[src/hdl/pdm_regs.svh]
// Register map, field positions, reset values and timing counts
// for the power-down controller. Included by its bare name.
`ifndef PDM_REGS_SVH
`define PDM_REGS_SVH

// Byte offsets on the register bus
`define PDM_SYSCTL_OFS   8'h00
`define PDM_MSTOP_OFS    8'h04
`define PDM_STATUS_OFS   8'h08

// system_control_reg fields
`define PDM_SOFT_STANDBY_BIT 7
`define PDM_EDGE_SEL_BIT     2
`define PDM_RAM_EN_BIT       0
`define PDM_SYSCTL_RST   8'h01

// module_stop_ctrl_reg fields
`define PDM_CLKOUT_DIS_BIT 7
`define PDM_MST_TMR_BIT  5
`define PDM_MST_SC0_BIT  4
`define PDM_MST_SC1_BIT  3
`define PDM_MST_ADC_BIT  0
`define PDM_MSTOP_RST    8'h00

// Status fields
`define PDM_ST_OSC_BIT   7
`define PDM_ST_HWS_BIT   6

// Read value of a stopped module's registers
`define PDM_STOPPED_RD   8'hFF

// Reset exception handling time in ns, and its cycle count at 200 MHz
`define PDM_CLK_MHZ      200
`define PDM_RSTEXC_NS    40
`define PDM_RSTEXC_CYC   ((`PDM_RSTEXC_NS * `PDM_CLK_MHZ + 999) / 1000)

`endif

[src/hdl/pdm_pkg.sv]
// Types shared by the power-down controller modules.
// Assumes the constants header is compiled alongside.
package pdm_pkg;

  typedef enum logic [2:0] {
    PDM_RESET,
    PDM_RSTEXC,
    PDM_RUN,
    PDM_SLEEP,
    PDM_SWSTBY
  } pdm_state_t;

  typedef logic [7:0] pdm_byte_t;

endpackage

[src/hdl/pdm_gate_if.sv]
// Carrier between the controller and one module-stop gate.
// Assumes both ends run on the core clock.
`timescale 1ns/1ps
interface pdm_gate_if;
  import pdm_pkg::*;

  logic      stop;
  pdm_byte_t rd_raw;
  logic      wr_req;
  pdm_byte_t rd_out;
  logic      wr_out;
  logic      mod_rst_n;
  logic      pin_func;

  modport ctrl
  (
    output stop,
    output rd_raw,
    output wr_req,
    input  rd_out,
    input  wr_out,
    input  mod_rst_n,
    input  pin_func
  );

  modport gate
  (
    input  stop,
    input  rd_raw,
    input  wr_req,
    output rd_out,
    output wr_out,
    output mod_rst_n,
    output pin_func
  );
endinterface

[src/hdl/pdm_mod_gate.sv]
// Module-stop gate for one supporting module.
// Assumes a synchronised active-low reset on the core clock.
`timescale 1ns/1ps
`include "pdm_regs.svh"
module pdm_mod_gate
(
  input  wire logic i_core_clk,
  input  wire logic i_rst_n,
  pdm_gate_if.gate  g
);
  import pdm_pkg::*;

  logic rst_n_r;
  logic rst_n_nxt;
  logic pin_r;
  logic pin_nxt;

  // Module reset and pin ownership follow the stop bit
  always_comb
  begin
    rst_n_nxt = ~g.stop;
    pin_nxt   = ~g.stop;
  end

  always_ff @(posedge i_core_clk or negedge i_rst_n)
  begin
    if (!i_rst_n)
    begin
      rst_n_r <= 1'b0;
      pin_r   <= 1'b0;
    end
    else
    begin
      rst_n_r <= rst_n_nxt;
      pin_r   <= pin_nxt;
    end
  end

  // Register access is blocked while stopped
  assign g.rd_out    = g.stop ? `PDM_STOPPED_RD : g.rd_raw;
  assign g.wr_out    = g.wr_req & ~g.stop;
  assign g.mod_rst_n = rst_n_r;
  assign g.pin_func  = pin_r;
endmodule

[src/hdl/pdm_top.sv]
// Power-down mode controller: software standby, hardware standby,
// module stop and system clock output control, AHB-Lite registers.
// Assumes standby, reset, mode and interrupt pins are asynchronous,
// and the CPU sleep request is a one-cycle pulse on the core clock.
`timescale 1ns/1ps
`include "pdm_regs.svh"

// Contract
// - edge select 0 falling, 1 rising
// - sleep with standby bit enters software standby
// - rising selection exits standby on rising edge
// - ports hold state in software standby
// - standby pin low enters hardware standby
// - hardware standby halts and resets all but RAM
// - ports high impedance in hardware standby
// - standby rise restarts oscillator during reset
// - reset rise runs reset exception, then execution
// - stop bit halts module next bus cycle
// - stopped module reads FF, ignores writes
// - stopping initialises registers and pending interrupts
// - stopped module pins revert to general I/O
// - cleared stop resumes from initialised registers
// - clock out disable stops and floats pin
// - clock pin state follows operating state
module pdm_top
(
  input  wire logic             i_core_clk,
  input  wire logic             i_arst_n,
  input  wire logic             i_standby_n_pin,
  input  wire logic             i_reset_n_pin,
  input  wire logic             i_nmi_pin,
  input  wire logic [2:0]       i_mode_select_pins,
  input  wire logic             i_sleep_req,
  input  wire logic             i_irq,
  input  wire logic [31:0]      i_mod_rdata,
  input  wire logic [3:0]       i_mod_wr,
  input  wire logic             i_hsel,
  input  wire logic [31:0]      i_haddr,
  input  wire logic [1:0]       i_htrans,
  input  wire logic             i_hwrite,
  input  wire logic [2:0]       i_hsize,
  input  wire logic [31:0]      i_hwdata,
  input  wire logic             i_hready,
  output logic                  o_hreadyout,
  output logic                  o_hresp,
  output logic [31:0]           o_hrdata,
  output pdm_pkg::pdm_state_t   o_state,
  output logic                  o_hw_standby,
  output logic                  o_osc_enable,
  output logic                  o_cpu_halt,
  output logic                  o_periph_halt,
  output logic                  o_reset_exc,
  output logic                  o_nmi_event,
  output logic                  o_port_hold,
  output logic                  o_port_hiz,
  output logic                  o_ram_enable,
  output logic [2:0]            o_mode,
  output logic                  o_clkout_oe,
  output logic                  o_clkout_high,
  output logic [31:0]           o_mod_rdata,
  output logic [3:0]            o_mod_wr,
  output logic [3:0]            o_mod_rst_n,
  output logic [3:0]            o_mod_halt,
  output logic [3:0]            o_mod_pin_func
);
  import pdm_pkg::*;

  localparam logic [2:0] RSTEXC_LAST = 3'(`PDM_RSTEXC_CYC - 1);

  // ----------------------------------------------------------------
  // Resets
  // ----------------------------------------------------------------
  // Standby pin joins the reset tree so it acts without the clock
  logic pin_arst_n;
  logic rs1_r;
  logic rst_n;
  logic hws_r;
  logic osc_r;

  assign pin_arst_n = i_arst_n & i_standby_n_pin;

  // Release goes through two flops; assertion is immediate
  always_ff @(posedge i_core_clk or negedge pin_arst_n)
  begin
    if (!pin_arst_n)
    begin
      rs1_r <= 1'b0;
      rst_n <= 1'b0;
      hws_r <= 1'b1;
      osc_r <= 1'b0;
    end
    else
    begin
      rs1_r <= 1'b1;
      rst_n <= rs1_r;
      hws_r <= ~rs1_r;
      osc_r <= 1'b1; // runs before reset pin rises
    end
  end

  // ----------------------------------------------------------------
  // Pin synchronisers
  // ----------------------------------------------------------------
  logic [4:0] pin_s1_r;
  logic [4:0] pin_s2_r;
  logic       nmi_d_r;

  always_ff @(posedge i_core_clk or negedge rst_n)
  begin
    if (!rst_n)
    begin
      pin_s1_r <= 5'h00;
      pin_s2_r <= 5'h00;
      nmi_d_r  <= 1'b0;
    end
    else
    begin
      pin_s1_r <= {i_mode_select_pins, i_nmi_pin, i_reset_n_pin};
      pin_s2_r <= pin_s1_r;
      nmi_d_r  <= pin_s2_r[1];
    end
  end

  logic rpin_n_s;
  logic nmi_s;
  assign rpin_n_s = pin_s2_r[0];
  assign nmi_s   = pin_s2_r[1];

  // ----------------------------------------------------------------
  // Registers
  // ----------------------------------------------------------------
  pdm_byte_t sysctl_r;
  pdm_byte_t sysctl_nxt;
  pdm_byte_t mstop_r;
  pdm_byte_t mstop_nxt;

  // Selected NMI edge; 0 picks falling, 1 picks rising
  logic nmi_edge;
  always_comb
  begin
    if (sysctl_r[`PDM_EDGE_SEL_BIT])
      nmi_edge = nmi_s & ~nmi_d_r;
    else
      nmi_edge = ~nmi_s & nmi_d_r;
  end

  // ----------------------------------------------------------------
  // Operating state
  // ----------------------------------------------------------------
  pdm_state_t st_r;
  pdm_state_t st_nxt;
  logic [2:0] cnt_r;
  logic [2:0] cnt_nxt;
  logic [2:0] mode_r;
  logic [2:0] mode_nxt;

  always_comb
  begin
    st_nxt   = st_r;
    cnt_nxt  = cnt_r;
    mode_nxt = mode_r;
    unique case (st_r)
      PDM_RESET:
      begin
        // Mode is caught while reset holds; pins assumed stable
        mode_nxt = pin_s2_r[4:2];
        cnt_nxt  = 3'h0;
        if (rpin_n_s)
          st_nxt = PDM_RSTEXC;
      end
      PDM_RSTEXC:
      begin
        cnt_nxt = cnt_r + 3'h1;
        if (cnt_r == RSTEXC_LAST)
          st_nxt = PDM_RUN;
      end
      PDM_RUN:
      begin
        if (i_sleep_req)
        begin
          if (sysctl_r[`PDM_SOFT_STANDBY_BIT])
            st_nxt = PDM_SWSTBY;
          else
            st_nxt = PDM_SLEEP;
        end
      end
      PDM_SLEEP:
      begin
        if (i_irq | nmi_edge)
          st_nxt = PDM_RUN;
      end
      PDM_SWSTBY:
      begin
        if (nmi_edge)
          st_nxt = PDM_RUN;
      end
    endcase
    // Reset pin low overrides every state
    if (!rpin_n_s)
      st_nxt = PDM_RESET;
  end

  always_ff @(posedge i_core_clk or negedge rst_n)
  begin
    if (!rst_n)
    begin
      st_r   <= PDM_RESET;
      cnt_r  <= 3'h0;
      mode_r <= 3'h0;
    end
    else
    begin
      st_r   <= st_nxt;
      cnt_r  <= cnt_nxt;
      mode_r <= mode_nxt;
    end
  end

  // ----------------------------------------------------------------
  // AHB-Lite slave
  // ----------------------------------------------------------------
  logic      aph_wr_r;
  logic      aph_wr_nxt;
  logic [7:0] aph_ofs_r;
  logic [7:0] aph_ofs_nxt;
  logic [31:0] rd_r;
  logic [31:0] rd_nxt;
  logic      take;
  pdm_byte_t status;

  assign take = i_hsel & i_htrans[1] & i_hready;
  assign status = {osc_r, hws_r, 3'h0, 3'(st_r)};

  // Write in data phase; read data uses next values to stay coherent
  always_comb
  begin
    sysctl_nxt  = sysctl_r;
    mstop_nxt   = mstop_r;
    aph_wr_nxt  = take & i_hwrite;
    aph_ofs_nxt = take ? i_haddr[7:0] : aph_ofs_r;
    rd_nxt      = rd_r;
    if (aph_wr_r && aph_ofs_r == `PDM_SYSCTL_OFS)
      sysctl_nxt = i_hwdata[7:0];
    if (aph_wr_r && aph_ofs_r == `PDM_MSTOP_OFS)
      mstop_nxt = i_hwdata[7:0];
    if (take && !i_hwrite)
    begin
      unique case (i_haddr[7:0])
        `PDM_SYSCTL_OFS: rd_nxt = {24'h000000, sysctl_nxt};
        `PDM_MSTOP_OFS:  rd_nxt = {24'h000000, mstop_nxt};
        `PDM_STATUS_OFS: rd_nxt = {24'h000000, status};
        default:         rd_nxt = 32'h00000000;
      endcase
    end
  end

  always_ff @(posedge i_core_clk or negedge rst_n)
  begin
    if (!rst_n)
    begin
      sysctl_r  <= `PDM_SYSCTL_RST;
      mstop_r   <= `PDM_MSTOP_RST;
      aph_wr_r  <= 1'b0;
      aph_ofs_r <= 8'h00;
      rd_r      <= 32'h00000000;
    end
    else
    begin
      sysctl_r  <= sysctl_nxt;
      mstop_r   <= mstop_nxt;
      aph_wr_r  <= aph_wr_nxt;
      aph_ofs_r <= aph_ofs_nxt;
      rd_r      <= rd_nxt;
    end
  end

  // Zero wait states, always OKAY
  assign o_hreadyout = 1'b1;
  assign o_hresp     = 1'b0;
  assign o_hrdata    = rd_r;

  // ----------------------------------------------------------------
  // Power outputs
  // ----------------------------------------------------------------
  logic run_r;
  logic hold_r;
  logic ckoe_r;
  logic ckhi_r;
  logic nmiev_r;

  // Run, hold, clock and NMI outputs registered against decode glitches; o_reset_exc is decoded from st_r
  always_ff @(posedge i_core_clk or negedge rst_n)
  begin
    if (!rst_n)
    begin
      run_r   <= 1'b0;
      hold_r  <= 1'b0;
      ckoe_r  <= 1'b0; // floats in hardware standby
      ckhi_r  <= 1'b0;
      nmiev_r <= 1'b0;
    end
    else
    begin
      run_r   <= (st_nxt == PDM_RUN);
      hold_r  <= (st_nxt == PDM_SWSTBY);
      ckoe_r  <= ~mstop_nxt[`PDM_CLKOUT_DIS_BIT];
      ckhi_r  <= (st_nxt == PDM_SWSTBY);
      nmiev_r <= nmi_edge;
    end
  end

  assign o_state       = st_r;
  assign o_hw_standby  = hws_r;
  assign o_osc_enable  = osc_r;
  assign o_cpu_halt    = ~run_r;
  assign o_periph_halt = hold_r | hws_r;
  assign o_reset_exc   = (st_r == PDM_RSTEXC);
  assign o_nmi_event   = nmiev_r;
  assign o_port_hold   = hold_r;
  assign o_port_hiz    = hws_r;
  assign o_ram_enable  = sysctl_r[`PDM_RAM_EN_BIT];
  assign o_mode        = mode_r;
  assign o_clkout_oe   = ckoe_r & ~hws_r;
  assign o_clkout_high = ckhi_r;

  // ----------------------------------------------------------------
  // Module stop gates
  // ----------------------------------------------------------------
  // Lane order: 0 timer, 1 serial zero, 2 serial one, 3 converter
  logic [3:0] stop_bits;
  assign stop_bits = {mstop_r[`PDM_MST_ADC_BIT],
                      mstop_r[`PDM_MST_SC1_BIT],
                      mstop_r[`PDM_MST_SC0_BIT],
                      mstop_r[`PDM_MST_TMR_BIT]};

  // Stop bit updates at the end of the write, so halt starts next cycle
  assign o_mod_halt = stop_bits | {4{hws_r}};

  for (genvar m = 0; m < 4; m++)
  begin : g_gate
    pdm_gate_if gif ();

    assign gif.stop   = stop_bits[m];
    assign gif.rd_raw = i_mod_rdata[m*8 +: 8];
    assign gif.wr_req = i_mod_wr[m];
    assign o_mod_rdata[m*8 +: 8] = gif.rd_out;
    assign o_mod_wr[m]       = gif.wr_out;
    assign o_mod_rst_n[m]    = gif.mod_rst_n;
    assign o_mod_pin_func[m] = gif.pin_func;

    pdm_mod_gate u_gate
    (
      .i_core_clk (i_core_clk),
      .i_rst_n    (rst_n),
      .g          (gif.gate)
    );
  end
endmodule

[config.mk]
export PLATFORM = sky130hd
export DESIGN_NAME = pdm_top
export DESIGN_NICKNAME = d
export VERILOG_FILES = /design/src/hdl/pdm_pkg.sv /design/src/hdl/pdm_gate_if.sv /design/src/hdl/pdm_mod_gate.sv /design/src/hdl/pdm_top.sv
export VERILOG_INCLUDE_DIRS = /design/src /design/src/hdl
export SDC_FILE = /design/constraint.sdc
export NUM_CORES = 1
export LEC_CHECK = 0
export BUFFER_PORTS_ARGS = -buffer_cell sky130_fd_sc_hd__buf_4
export CAP_MARGIN = 20
export CORE_ASPECT_RATIO = 1.75
export CORE_UTILIZATION = 40
export CTS_CLUSTER_DIAMETER = 150
export DETAILED_ROUTE_END_ITERATION = 8
export MAX_ROUTING_LAYER = met4
export PLACE_DENSITY = 0.85
export SETUP_SLACK_MARGIN = 0.3
export SYNTH_ARGS = -nofsm -noshare
export SYNTH_HDL_FRONTEND = slang
export SYNTH_HIERARCHICAL = 1
export SYNTH_SLANG_ARGS = --single-unit
[constraint.sdc]
create_clock -name i_core_clk -period 2.6 [get_ports i_core_clk]
set_clock_uncertainty 0.1 [all_clocks]
set_input_delay 0.13 -clock i_core_clk [delete_from_list [all_inputs] [get_ports i_core_clk]]
set_output_delay 0.13 -clock i_core_clk [all_outputs]
set_load 0.005 [all_outputs]
# --- Yosys cells after proc, flatten, opt, wreduce, memory -nomap -nowiden ---
# Cells that the tools add are included.
# W data, S select, Z words.
classes:
  addsub: 1
  n_eq_ne: 10
  mux: 16
  bitwise_logic: 24
  n_reduce_logical: 8
ops:
  columns: ["cell", "count"]
  rows:
  - ["$mux W8", 6]
  - ["$pmux W8 S3", 1]
  - ["$mux W3", 6]
  - ["$eq A8 B3 Y1 const B", 2]
  - ["$logic_not A8 Y1", 2]
  - ["$pmux W3 S5", 1]
  - ["$and A1 B1 Y1", 11]
  - ["$not A1 Y1", 10]
  - ["$eq A3 B2 Y1 const B", 3]
  - ["$eq A3 B3 Y1 const B", 3]
  - ["$eq A8 B4 Y1 const B", 1]
  - ["$pmux W3 S2", 1]
  - ["$or A4 B4 Y4", 1]
  - ["$add A3 B1 Y3 const B", 1]
  - ["$eq A3 B1 Y1 const B", 1]
  - ["$logic_and A1 B1 Y1", 3]
  - ["$logic_not A3 Y1", 1]
  - ["$or A1 B1 Y1", 2]
  - ["$reduce_bool A2 Y1", 1]
  - ["$logic_not A1 Y1", 1]
  - ["$mux W1", 1]
word_totals:
  regBits: 88
  inputBits: 118
  out_inout_bits: 99
  elab_cells: 81

# --- Longest topological paths before layout ---
# Gate-level depths: netlist (run 1).
depth:
  word_depth: 8
  depth_mapped: 6

# --- Cells and area by module ---
# The synthesis (run 1) kept the hierarchy.
by_module_without_submodules:
  columns: ["module", "n_inst", "cells_per_inst", "area_each_um2", "seq_area_each_um2"]
  rows:
  - ["pdm_top", 1, 230, 2782.7, 1503.9]
  - ["pdm_mod_gate", 4, 12, 92.6, 25.0]

# --- Worst setup path after synthesis (run 1) ---
# OpenSTA, ideal clock, no wires.
synth_path:
  path_type: "flip-flop to flip-flop"
  start: "register aph_ofs_r[4]"
  end: "register rd_r[0], in the netlist o_hrdata[0]"
  t_arrival_ns: 1.961
  path_slack_ns: 0.413
  path_stages_with_launch: 5
  path_buffers: 0
  cell_sequence: "dfrtp_1 -> or4b_4 -> nor3_4 -> mux2_2 -> a221o_2"
synth_between:
  elab_chain_cells: 4
synth_rtl:
  columns: ["item", "line_no", "rtl"]
  rows:
  - ["from (decl)", "pdm_top.sv:224", "logic [7:0] aph_ofs_r;"]
  - ["from (signal assigned)", "pdm_top.sv:272", "aph_ofs_r <= aph_ofs_nxt;"]
  - ["$logic_not A8 Y1 (no line)", null, null]
  - ["$logic_and A1 B1 Y1 (no line)", null, null]
  - ["$mux W8", "pdm_top.sv:242", "if (aph_wr_r && aph_ofs_r == `PDM_SYSCTL_OFS)"]
  - ["net sysctl_nxt[0]", "pdm_top.sv:133", "pdm_byte_t sysctl_nxt;"]
  - ["$pmux W8 S3", "pdm_top.sv:248", "unique case (i_haddr[7:0])"]
  - ["to (signal assigned)", "pdm_top.sv:273", "rd_r <= rd_nxt;"]
  - ["to (decl)", "pdm_top.sv:226", "logic [31:0] rd_r;"]
# The timed path passes the listed nets, and every way through them passes these cells.
# A chain may end at the register's enable or synchronous reset.

# --- Worst setup path after layout (run 1) ---
layout_path:
  start: "register aph_ofs_r[5]"
  end: "register rd_r[1], in the netlist o_hrdata[1]"
# The elaborated chain is that of the path after synthesis.

==> results of run 1 <==
[report_power, final]
part	switching (mW)	internal, mW	total (mW)
Combinational	0.143	0.226	0.368
Sequential	0.0708	1.07	1.14
Clock	0.386	0.916	1.30
[repair_timing]
action,4_1_cts,5_1_grt
buffers inserted,2,1
setup endpoints to repair,4,2
hold endpoints to repair,31,0
hold buffers,24,0
pin swaps,1,1
[cells by family (layout without fill, tap and decap cells)]
group	count (synthesis)	count (layout)	share of synthesized area
fa+ha+maj	2	2	0.007935
other cells	2	27	0.002382
buf+inv	66	202	0.1361
flops	64	64	0.5087
compound gates	31	31	0.07818
mux	23	23	0.08016
simple gates	90	90	0.1865
[path summary, 6_finish.rpt]
check | end | slack [ns]
setup / recovery | o_hrdata[1] | 0.36
hold / removal | rst_n | 0.15
setup reg to reg | o_hrdata[1] | 0.36
hold reg to reg | g_gate[1].u_gate/g.mod_rst_n | 0.19
max in group asynchronous | o_mode[0] | 1.37
min in group i_core_clk | run_r | 0.18
[cell usage after synthesis (all sizes together), types with 4 or more instances]
library cell | instances | area, um2
a221o | 4 | 45.04
a22o | 4 | 35.03
and2 | 4 | 25.02
buf | 45 | 350.3
dfrtp | 62 | 1551
inv | 18 | 67.56
mux2 | 18 | 202.7
mux2i | 5 | 50.05
nand2 | 11 | 41.29
nand3 | 5 | 30.03
nor2b | 6 | 37.54
o211ai | 6 | 45.04
o21ai | 6 | 30.03
or2 | 41 | 256.5
[cell type report]
cell class,count,area share
well taps,88,0.02367
multi-input cells,173,0.2609
clock inverters,2,0.01291
flip-flops and latches,64,0.3451
inverters,18,0.01452
clock buffers,14,0.05890
repair buffers,168,0.2840
[metrics by stage]
| step | cells | area [um2] | utilization | worst slack, ns |
|---|---|---|---|---|
| 4_1_cts | 526 | 4644 | 0.6095 | 0.3467 |
| 5_1_grt | 527 | 4652 | 0.6105 | 0.3082 |
| 3_5_place_dp | 484 | 4055 | 0.5322 | 0.2591 |
| 3_3_place_gp | 484 | 4055 | 0.5322 | 0.2674 |
| 6_report | 527 | 4652 | 0.6105 | 0.3611 |
| 2_1_floorplan | 303 | 3247 | - | 0.4130 |
[state kept, by name, summed over array words and instances, names as in the netlist, 4 cells and up]
| name | flops |
|---|---|
| mstop_r | 8 |
| pin_s1_r | 5 |
| pin_s2_r | 5 |
| o_hrdata | 8 |
| aph_ofs_r | 8 |
| sysctl_r | 8 |
| g_gate.u_gate/g.mod_rst_n | 4 |
[per-layer routing]
metal | wire (um) | global-route usage | part of all wire | up-vias
met5 | 0 | - | 0 | -
met4 | 169 | 0.08801 | 0.019 | 0
met3 | 1259 | 0.1421 | 0.14 | 13
met2 | 4225 | 0.3592 | 0.46 | 155
met1 | 3439 | 0.2675 | 0.38 | 1206
li1 | - | - | - | 1186
[worst max-delay path, stage by stage (launching register included)]
cell and delay [ns]:
dfrtp_1 0.39, or4_4 0.57, nor3_4 0.20, buf_4 0.16, mux2_2 0.34, a221o_2 0.35
==> flow_metrics.py, run 1 <==
metrics = {
    "placed_design": {
        "gp_congestion": 0.8442,
        "io_buffers": 138,
        "hpwl_um": 7085,
    },
    "floorplan": {
        "core_um2": 7620,
        "initial_core_util": 0.4138,
        "die_w_um": 69.12,
        "dieHeight_um": 119.5,
        "die-area_um2": 8256,
        "placementRows": 42,
        "boundaryPins": 217,
    },
    "grt": {
        "track_usage": 0.2421,
        "grt_pass1_vias": 2688,
        "antenna_found_initial": 0,
        "grt_pass1_wl_um": 14410,
        "grt_overflow": 0,
        "grt_max_degree": 32,
    },
    "clock_tree": {
        "clk_pin_slew_ns": 0.05,
        "cts_tree": "done",
        "htree_num_levels": 3,
        "cts_resized": 0,
        "cts.sinks": 64,
        "numCtsBuffers": 9,
        "clk_latency_ns": 0.32,
        "cts.path.max_buffers": 2,
        "root_buffer": "clkbuf_16",
    },
    "critical_path": {
        "r2r-start": "aph_ofs_r[5]",
        "cp-end-kind": "flip-flop",
        "critPathMaxFanout": 3,
        "crit_path_start_kind": "flip-flop",
        "path_class": "flip-flop to flip-flop",
        "cp_data_required_time_ns": 2.70,
        "crit_arrival_ns": 2.34,
        "worstSetupStartpoint": "aph_ofs_r[5]",
        "rr_worst_depth": 5,
    },
    "cells_and_area": {
        "multi_input_area_um2": 1214,
        "final_cell_mix": "buf_4 (144), dfrtp_1 (61), or2_1 (32)",
        "area.sequential_um2": 1605,
        "nNetsFinal": 554,
        "diodes": 0,
        "layout_commonest_cell": "buf_4",
        "drive_gt1_frac": 0.4624,
        "fillers": 627,
        "area_delta_synth_final_pct": 47.54,
    },
    "drt": {
        "wirelength_um": 9094,
        "drc_errors": 0,
        "via_count": 2560,
        "wl_per_cell_um": 17.26,
        "drtIter0Drc": 96,
        "via_per_inst": 4.858,
        "postRouteAntennaNets": 0,
        "drtPass1Iterations": 4,
    },
    "yosys": {
        "syn_inst": 278,
        "synth_edf_count": 0,
        "synthDistinctLibCells": 43,
        "ys_seq_area_frac": 0.5087,
        "synth_area_um2": 3153,
        "synth.ff_latch_count": 64,
        "ys.flop_type": "dfrtp_1",
        "syn_avg_cell_area_um2": 11.34,
        "yosysWarnings": 6,
        "async_flop_share": 1.000,
    },
    "power_and_ir_drop": {
        "irDropWorstVdd_mv": 0.3291,
        "p_leak_nw": 2.327,
        "power.total_mw": 2.810,
        "power.density_nw_per_um2": 604.0,
    },
    "timing": {
        "grt_setup_unrepaired": "no",
        "fin_tns_setup_ns": 0,
        "maxClockFrequency_mhz": 446.6,
        "hold_viol": 0,
        "setup_viol": 0,
        "worst_pin_slew_ns": 0.6524,
        "slew_viol_final": 0,
        "relSlewSlack": 0.5650,
        "fin_crit_sh": 0.8611,
        "post-route-min-period_ns": 2.239,
        "timing.hold.ws_ns": 0.1533,
    },
    "worst_hold_path": {
        "hp-class": "input pin to async pin",
    },
    "outcome": {
        "status": "completed",
    },
    "job": {
        "cap_violations": 0,
    },
}
No activity file was read; power rests on OpenSTA's default activity.
==> run 2, diff against run 1 <==
--- a/config.mk
+++ b/config.mk
@@ -6,6 +6,7 @@
 export SDC_FILE = /design/constraint.sdc
 export NUM_CORES = 1
 export LEC_CHECK = 0
+export ABC_AREA = 1
 export BUFFER_PORTS_ARGS = -buffer_cell sky130_fd_sc_hd__buf_4
 export CAP_MARGIN = 20
 export CORE_ASPECT_RATIO = 1.75
@@ -13,7 +14,7 @@
 export CTS_CLUSTER_DIAMETER = 150
 export DETAILED_ROUTE_END_ITERATION = 8
 export MAX_ROUTING_LAYER = met4
-export PLACE_DENSITY = 0.85
+export PLACE_DENSITY = 0.76
 export SETUP_SLACK_MARGIN = 0.3
 export SYNTH_ARGS = -nofsm -noshare
 export SYNTH_HDL_FRONTEND = slang
==> flow_metrics.py, run 2 <==
metrics = {
    "yosys": {
        "ys.flop_type": "dfrtp_1",
        "netlist_top_cells_count": "nand2_1 (103), inv_1 (79), dfrtp_1 (62)",
        "synth.ff_latch_count": 64,
        "synth_top_area_cell": "dfrtp_1",
        "syn_inst": 425,
        "synth_edf_count": 0,
        "syn_avg_cell_area_um2": 8.064,
        "yosysWarnings": 6,
        "async_flop_share": 1.000,
        "synth_area_um2": 3427,
        "ys_seq_area_frac": 0.4681,
        "synth_area_leaders": "dfrtp_1 (45%), nand2_1 (11%), buf_4 (9.6%)",
        "synth_top_area_frac": 0.4527,
        "post-synth-top-count-cell": "nand2_1",
        "synthDistinctLibCells": 31,
    },
    "worst_hold_path": {
        "hp-class": "input pin to flip-flop",
    },
    "timing": {
        "timing.hold.ws_ns": 0.01510,
        "hold_viol": 0,
        "worst_pin_slew_ns": 0.6149,
        "setup_viol": 0,
        "relSlewSlack": 0.5901,
        "fin_crit_sh": 0.6522,
        "slew_viol_final": 0,
        "maxClockFrequency_mhz": 589.7,
        "fin_tns_setup_ns": 0,
        "grt_setup_unrepaired": "no",
        "post-route-min-period_ns": 1.696,
    },
    "critical_path": {
        "r2r_setup_slack_ns": 1.01,
        "crit_path_start_kind": "input pin",
        "cp_data_required_time_ns": 2.77,
        "path_class": "input pin to flip-flop",
        "cp-end-kind": "flip-flop",
        "critPathMaxFanout": 8,
        "crit_arrival_ns": 1.86,
    },
    "grt": {
        "grt_pass1_vias": 2974,
        "grt_max_degree": 36,
        "grt_pass1_wl_um": 13490,
        "track_usage": 0.2052,
        "grt_overflow": 0,
        "antenna_found_initial": 0,
    },
    "cells_and_area": {
        "layout_commonest_cell": "buf_4",
        "area.sequential_um2": 1605,
        "final_cells": 688,
        "multi_input_area_um2": 1222,
        "fin_area_um2": 4811,
        "final_cell_mix": "buf_4 (139), nand2_1 (103), inv_1 (79)",
        "diodes": 0,
        "fillers": 782,
        "nNetsFinal": 688,
        "area_delta_synth_final_pct": 40.38,
        "drive_gt1_frac": 0.3333,
    },
    "clock_tree": {
        "cts.path.max_buffers": 2,
        "cts_tree": "done",
        "postCtsSetupBuffers": 0,
        "clk_latency_ns": 0.33,
        "cts.sinks": 64,
        "htree_num_levels": 3,
        "clk_pin_slew_ns": 0.05,
        "numCtsBuffers": 9,
        "cts_resized": 0,
        "root_buffer": "clkbuf_16",
    },
    "placed_design": {
        "place_area_um2": 4380,
        "io_buffers": 138,
        "hpwl_um": 6598,
        "dp_cells": 659,
        "gp_congestion": 0.8310,
    },
    "power_and_ir_drop": {
        "power.total_mw": 2.707,
        "clock_power_share": 0.444,
        "p_int_mw": 2.063,
        "power.switching_uw": 644.0,
        "p_leak_nw": 2.826,
        "p_sw_frac": 0.2379,
        "p_comb_frac": 0.143,
        "seqPwrFrac": 0.413,
        "power.density_nw_per_um2": 562.7,
        "irDropWorstVdd_mv": 0.5401,
    },
    "floorplan": {
        "boundaryPins": 217,
        "dieHeight_um": 124.4,
        "die-area_um2": 8956,
        "initial_core_util": 0.4123,
        "core_um2": 8313,
        "die_w_um": 71.97,
        "placementRows": 44,
    },
    "drt": {
        "postRouteAntennaNets": 0,
        "drtPass1Iterations": 4,
        "via_per_inst": 4.404,
        "drc_errors": 0,
        "via_count": 3030,
        "wl_per_cell_um": 12.25,
        "wirelength_um": 8429,
        "drtIter0Drc": 129,
    },
    "outcome": {
        "status": "completed",
    },
    "job": {
        "cap_violations": 0,
    },
}
==> run 2: cell types whose count changed after synthesis, sizes merged, moves of 6 or more <==
cell   delta
and2     +12
inv      +74
mux2     -15
nand2    +99
nand3    +40
nor2     +21
nor2b     -6
or2      -40
==> run 2: final timing paths <==
kind,startpoint,endpoint,cells after the start
worst max-delay path,i_haddr[1],o_hrdata[6],9
worst min-delay path,i_haddr[3],aph_ofs_r[3],3
worst max register to register,aph_ofs_r[1],o_hrdata[6],9
worst min register to register,rst_n,pin_s2_r[4],0
max in group asynchronous,i_standby_n_pin,o_hw_standby,5
min in group asynchronous,i_arst_n,rst_n,4
==> run 2: what timing repair did <==
item / 4_1_cts / 5_1_grt
endpoints found under the hold margin: 14 / 0
hold buffers: 13 / 0
endpoints found under the setup margin: 0 / 0
==> run 2: cell type report <==
class                      count  area share
timing repair buffer         153      0.2481
clock buffer                  13     0.05410
multi-input combinational    248      0.2541
clock inverter                 3    0.008323
inverter                      92     0.07178
tap                          115     0.02991
sequential                    64      0.3337
==> run 2: layer usage <==
layer  vias up  GRT usage  part of all wire
met4         0    0.09458             0.028
met5         -          -                 0
met3        16    0.06958             0.099
met1      1379     0.2044              0.37
met2       148     0.3524              0.50
li1       1487          -                 -
==> run 2: through the flow <==
stage	setup WS [ns]	util
2_1_floorplan	0.6177	-
3_3_place_gp	1.003	0.5269
3_5_place_dp	1.003	0.5269
4_1_cts	0.8771	0.5787
5_1_grt	0.7672	0.5787
6_report	0.9043	0.5787
==> run 2: critical path, stage by stage <==
cell and delay, ns:
dlygate4sd3_1 0.53, buf_4 0.14, nor2_1 0.17, nand3_1 0.13, nor2_2 0.36, nand3_1 0.12, nand3_1 0.08, nand2_1 0.09
nand2_1 0.09
==> run 2: power by group through the flow <==
stage	combinational, mW	clock, mW	sequential (mW)
2_1_floorplan	0.220	0	1.13
3_3_place_gp	0.367	0	1.13
3_5_place_dp	0.375	0	1.13
4_1_cts	0.393	1.22	1.12
5_1_grt	0.434	1.27	1.13
6_report	0.388	1.20	1.12
==> run 2: logic make-up (layout without fill, tap and decap cells) <==
family | Yosys count | after routing | share of synthesized area
other | 2 | 27 | 0.002191
buffers and inverters | 138 | 261 | 0.2026
flip-flops | 64 | 64 | 0.4681
adder cells (fa/ha/maj) | 2 | 2 | 0.007301
AND/OR/NAND/NOR | 199 | 199 | 0.2789
multiplexers | 3 | 3 | 0.009857
AO/OA/AOI/OAI | 17 | 17 | 0.03103
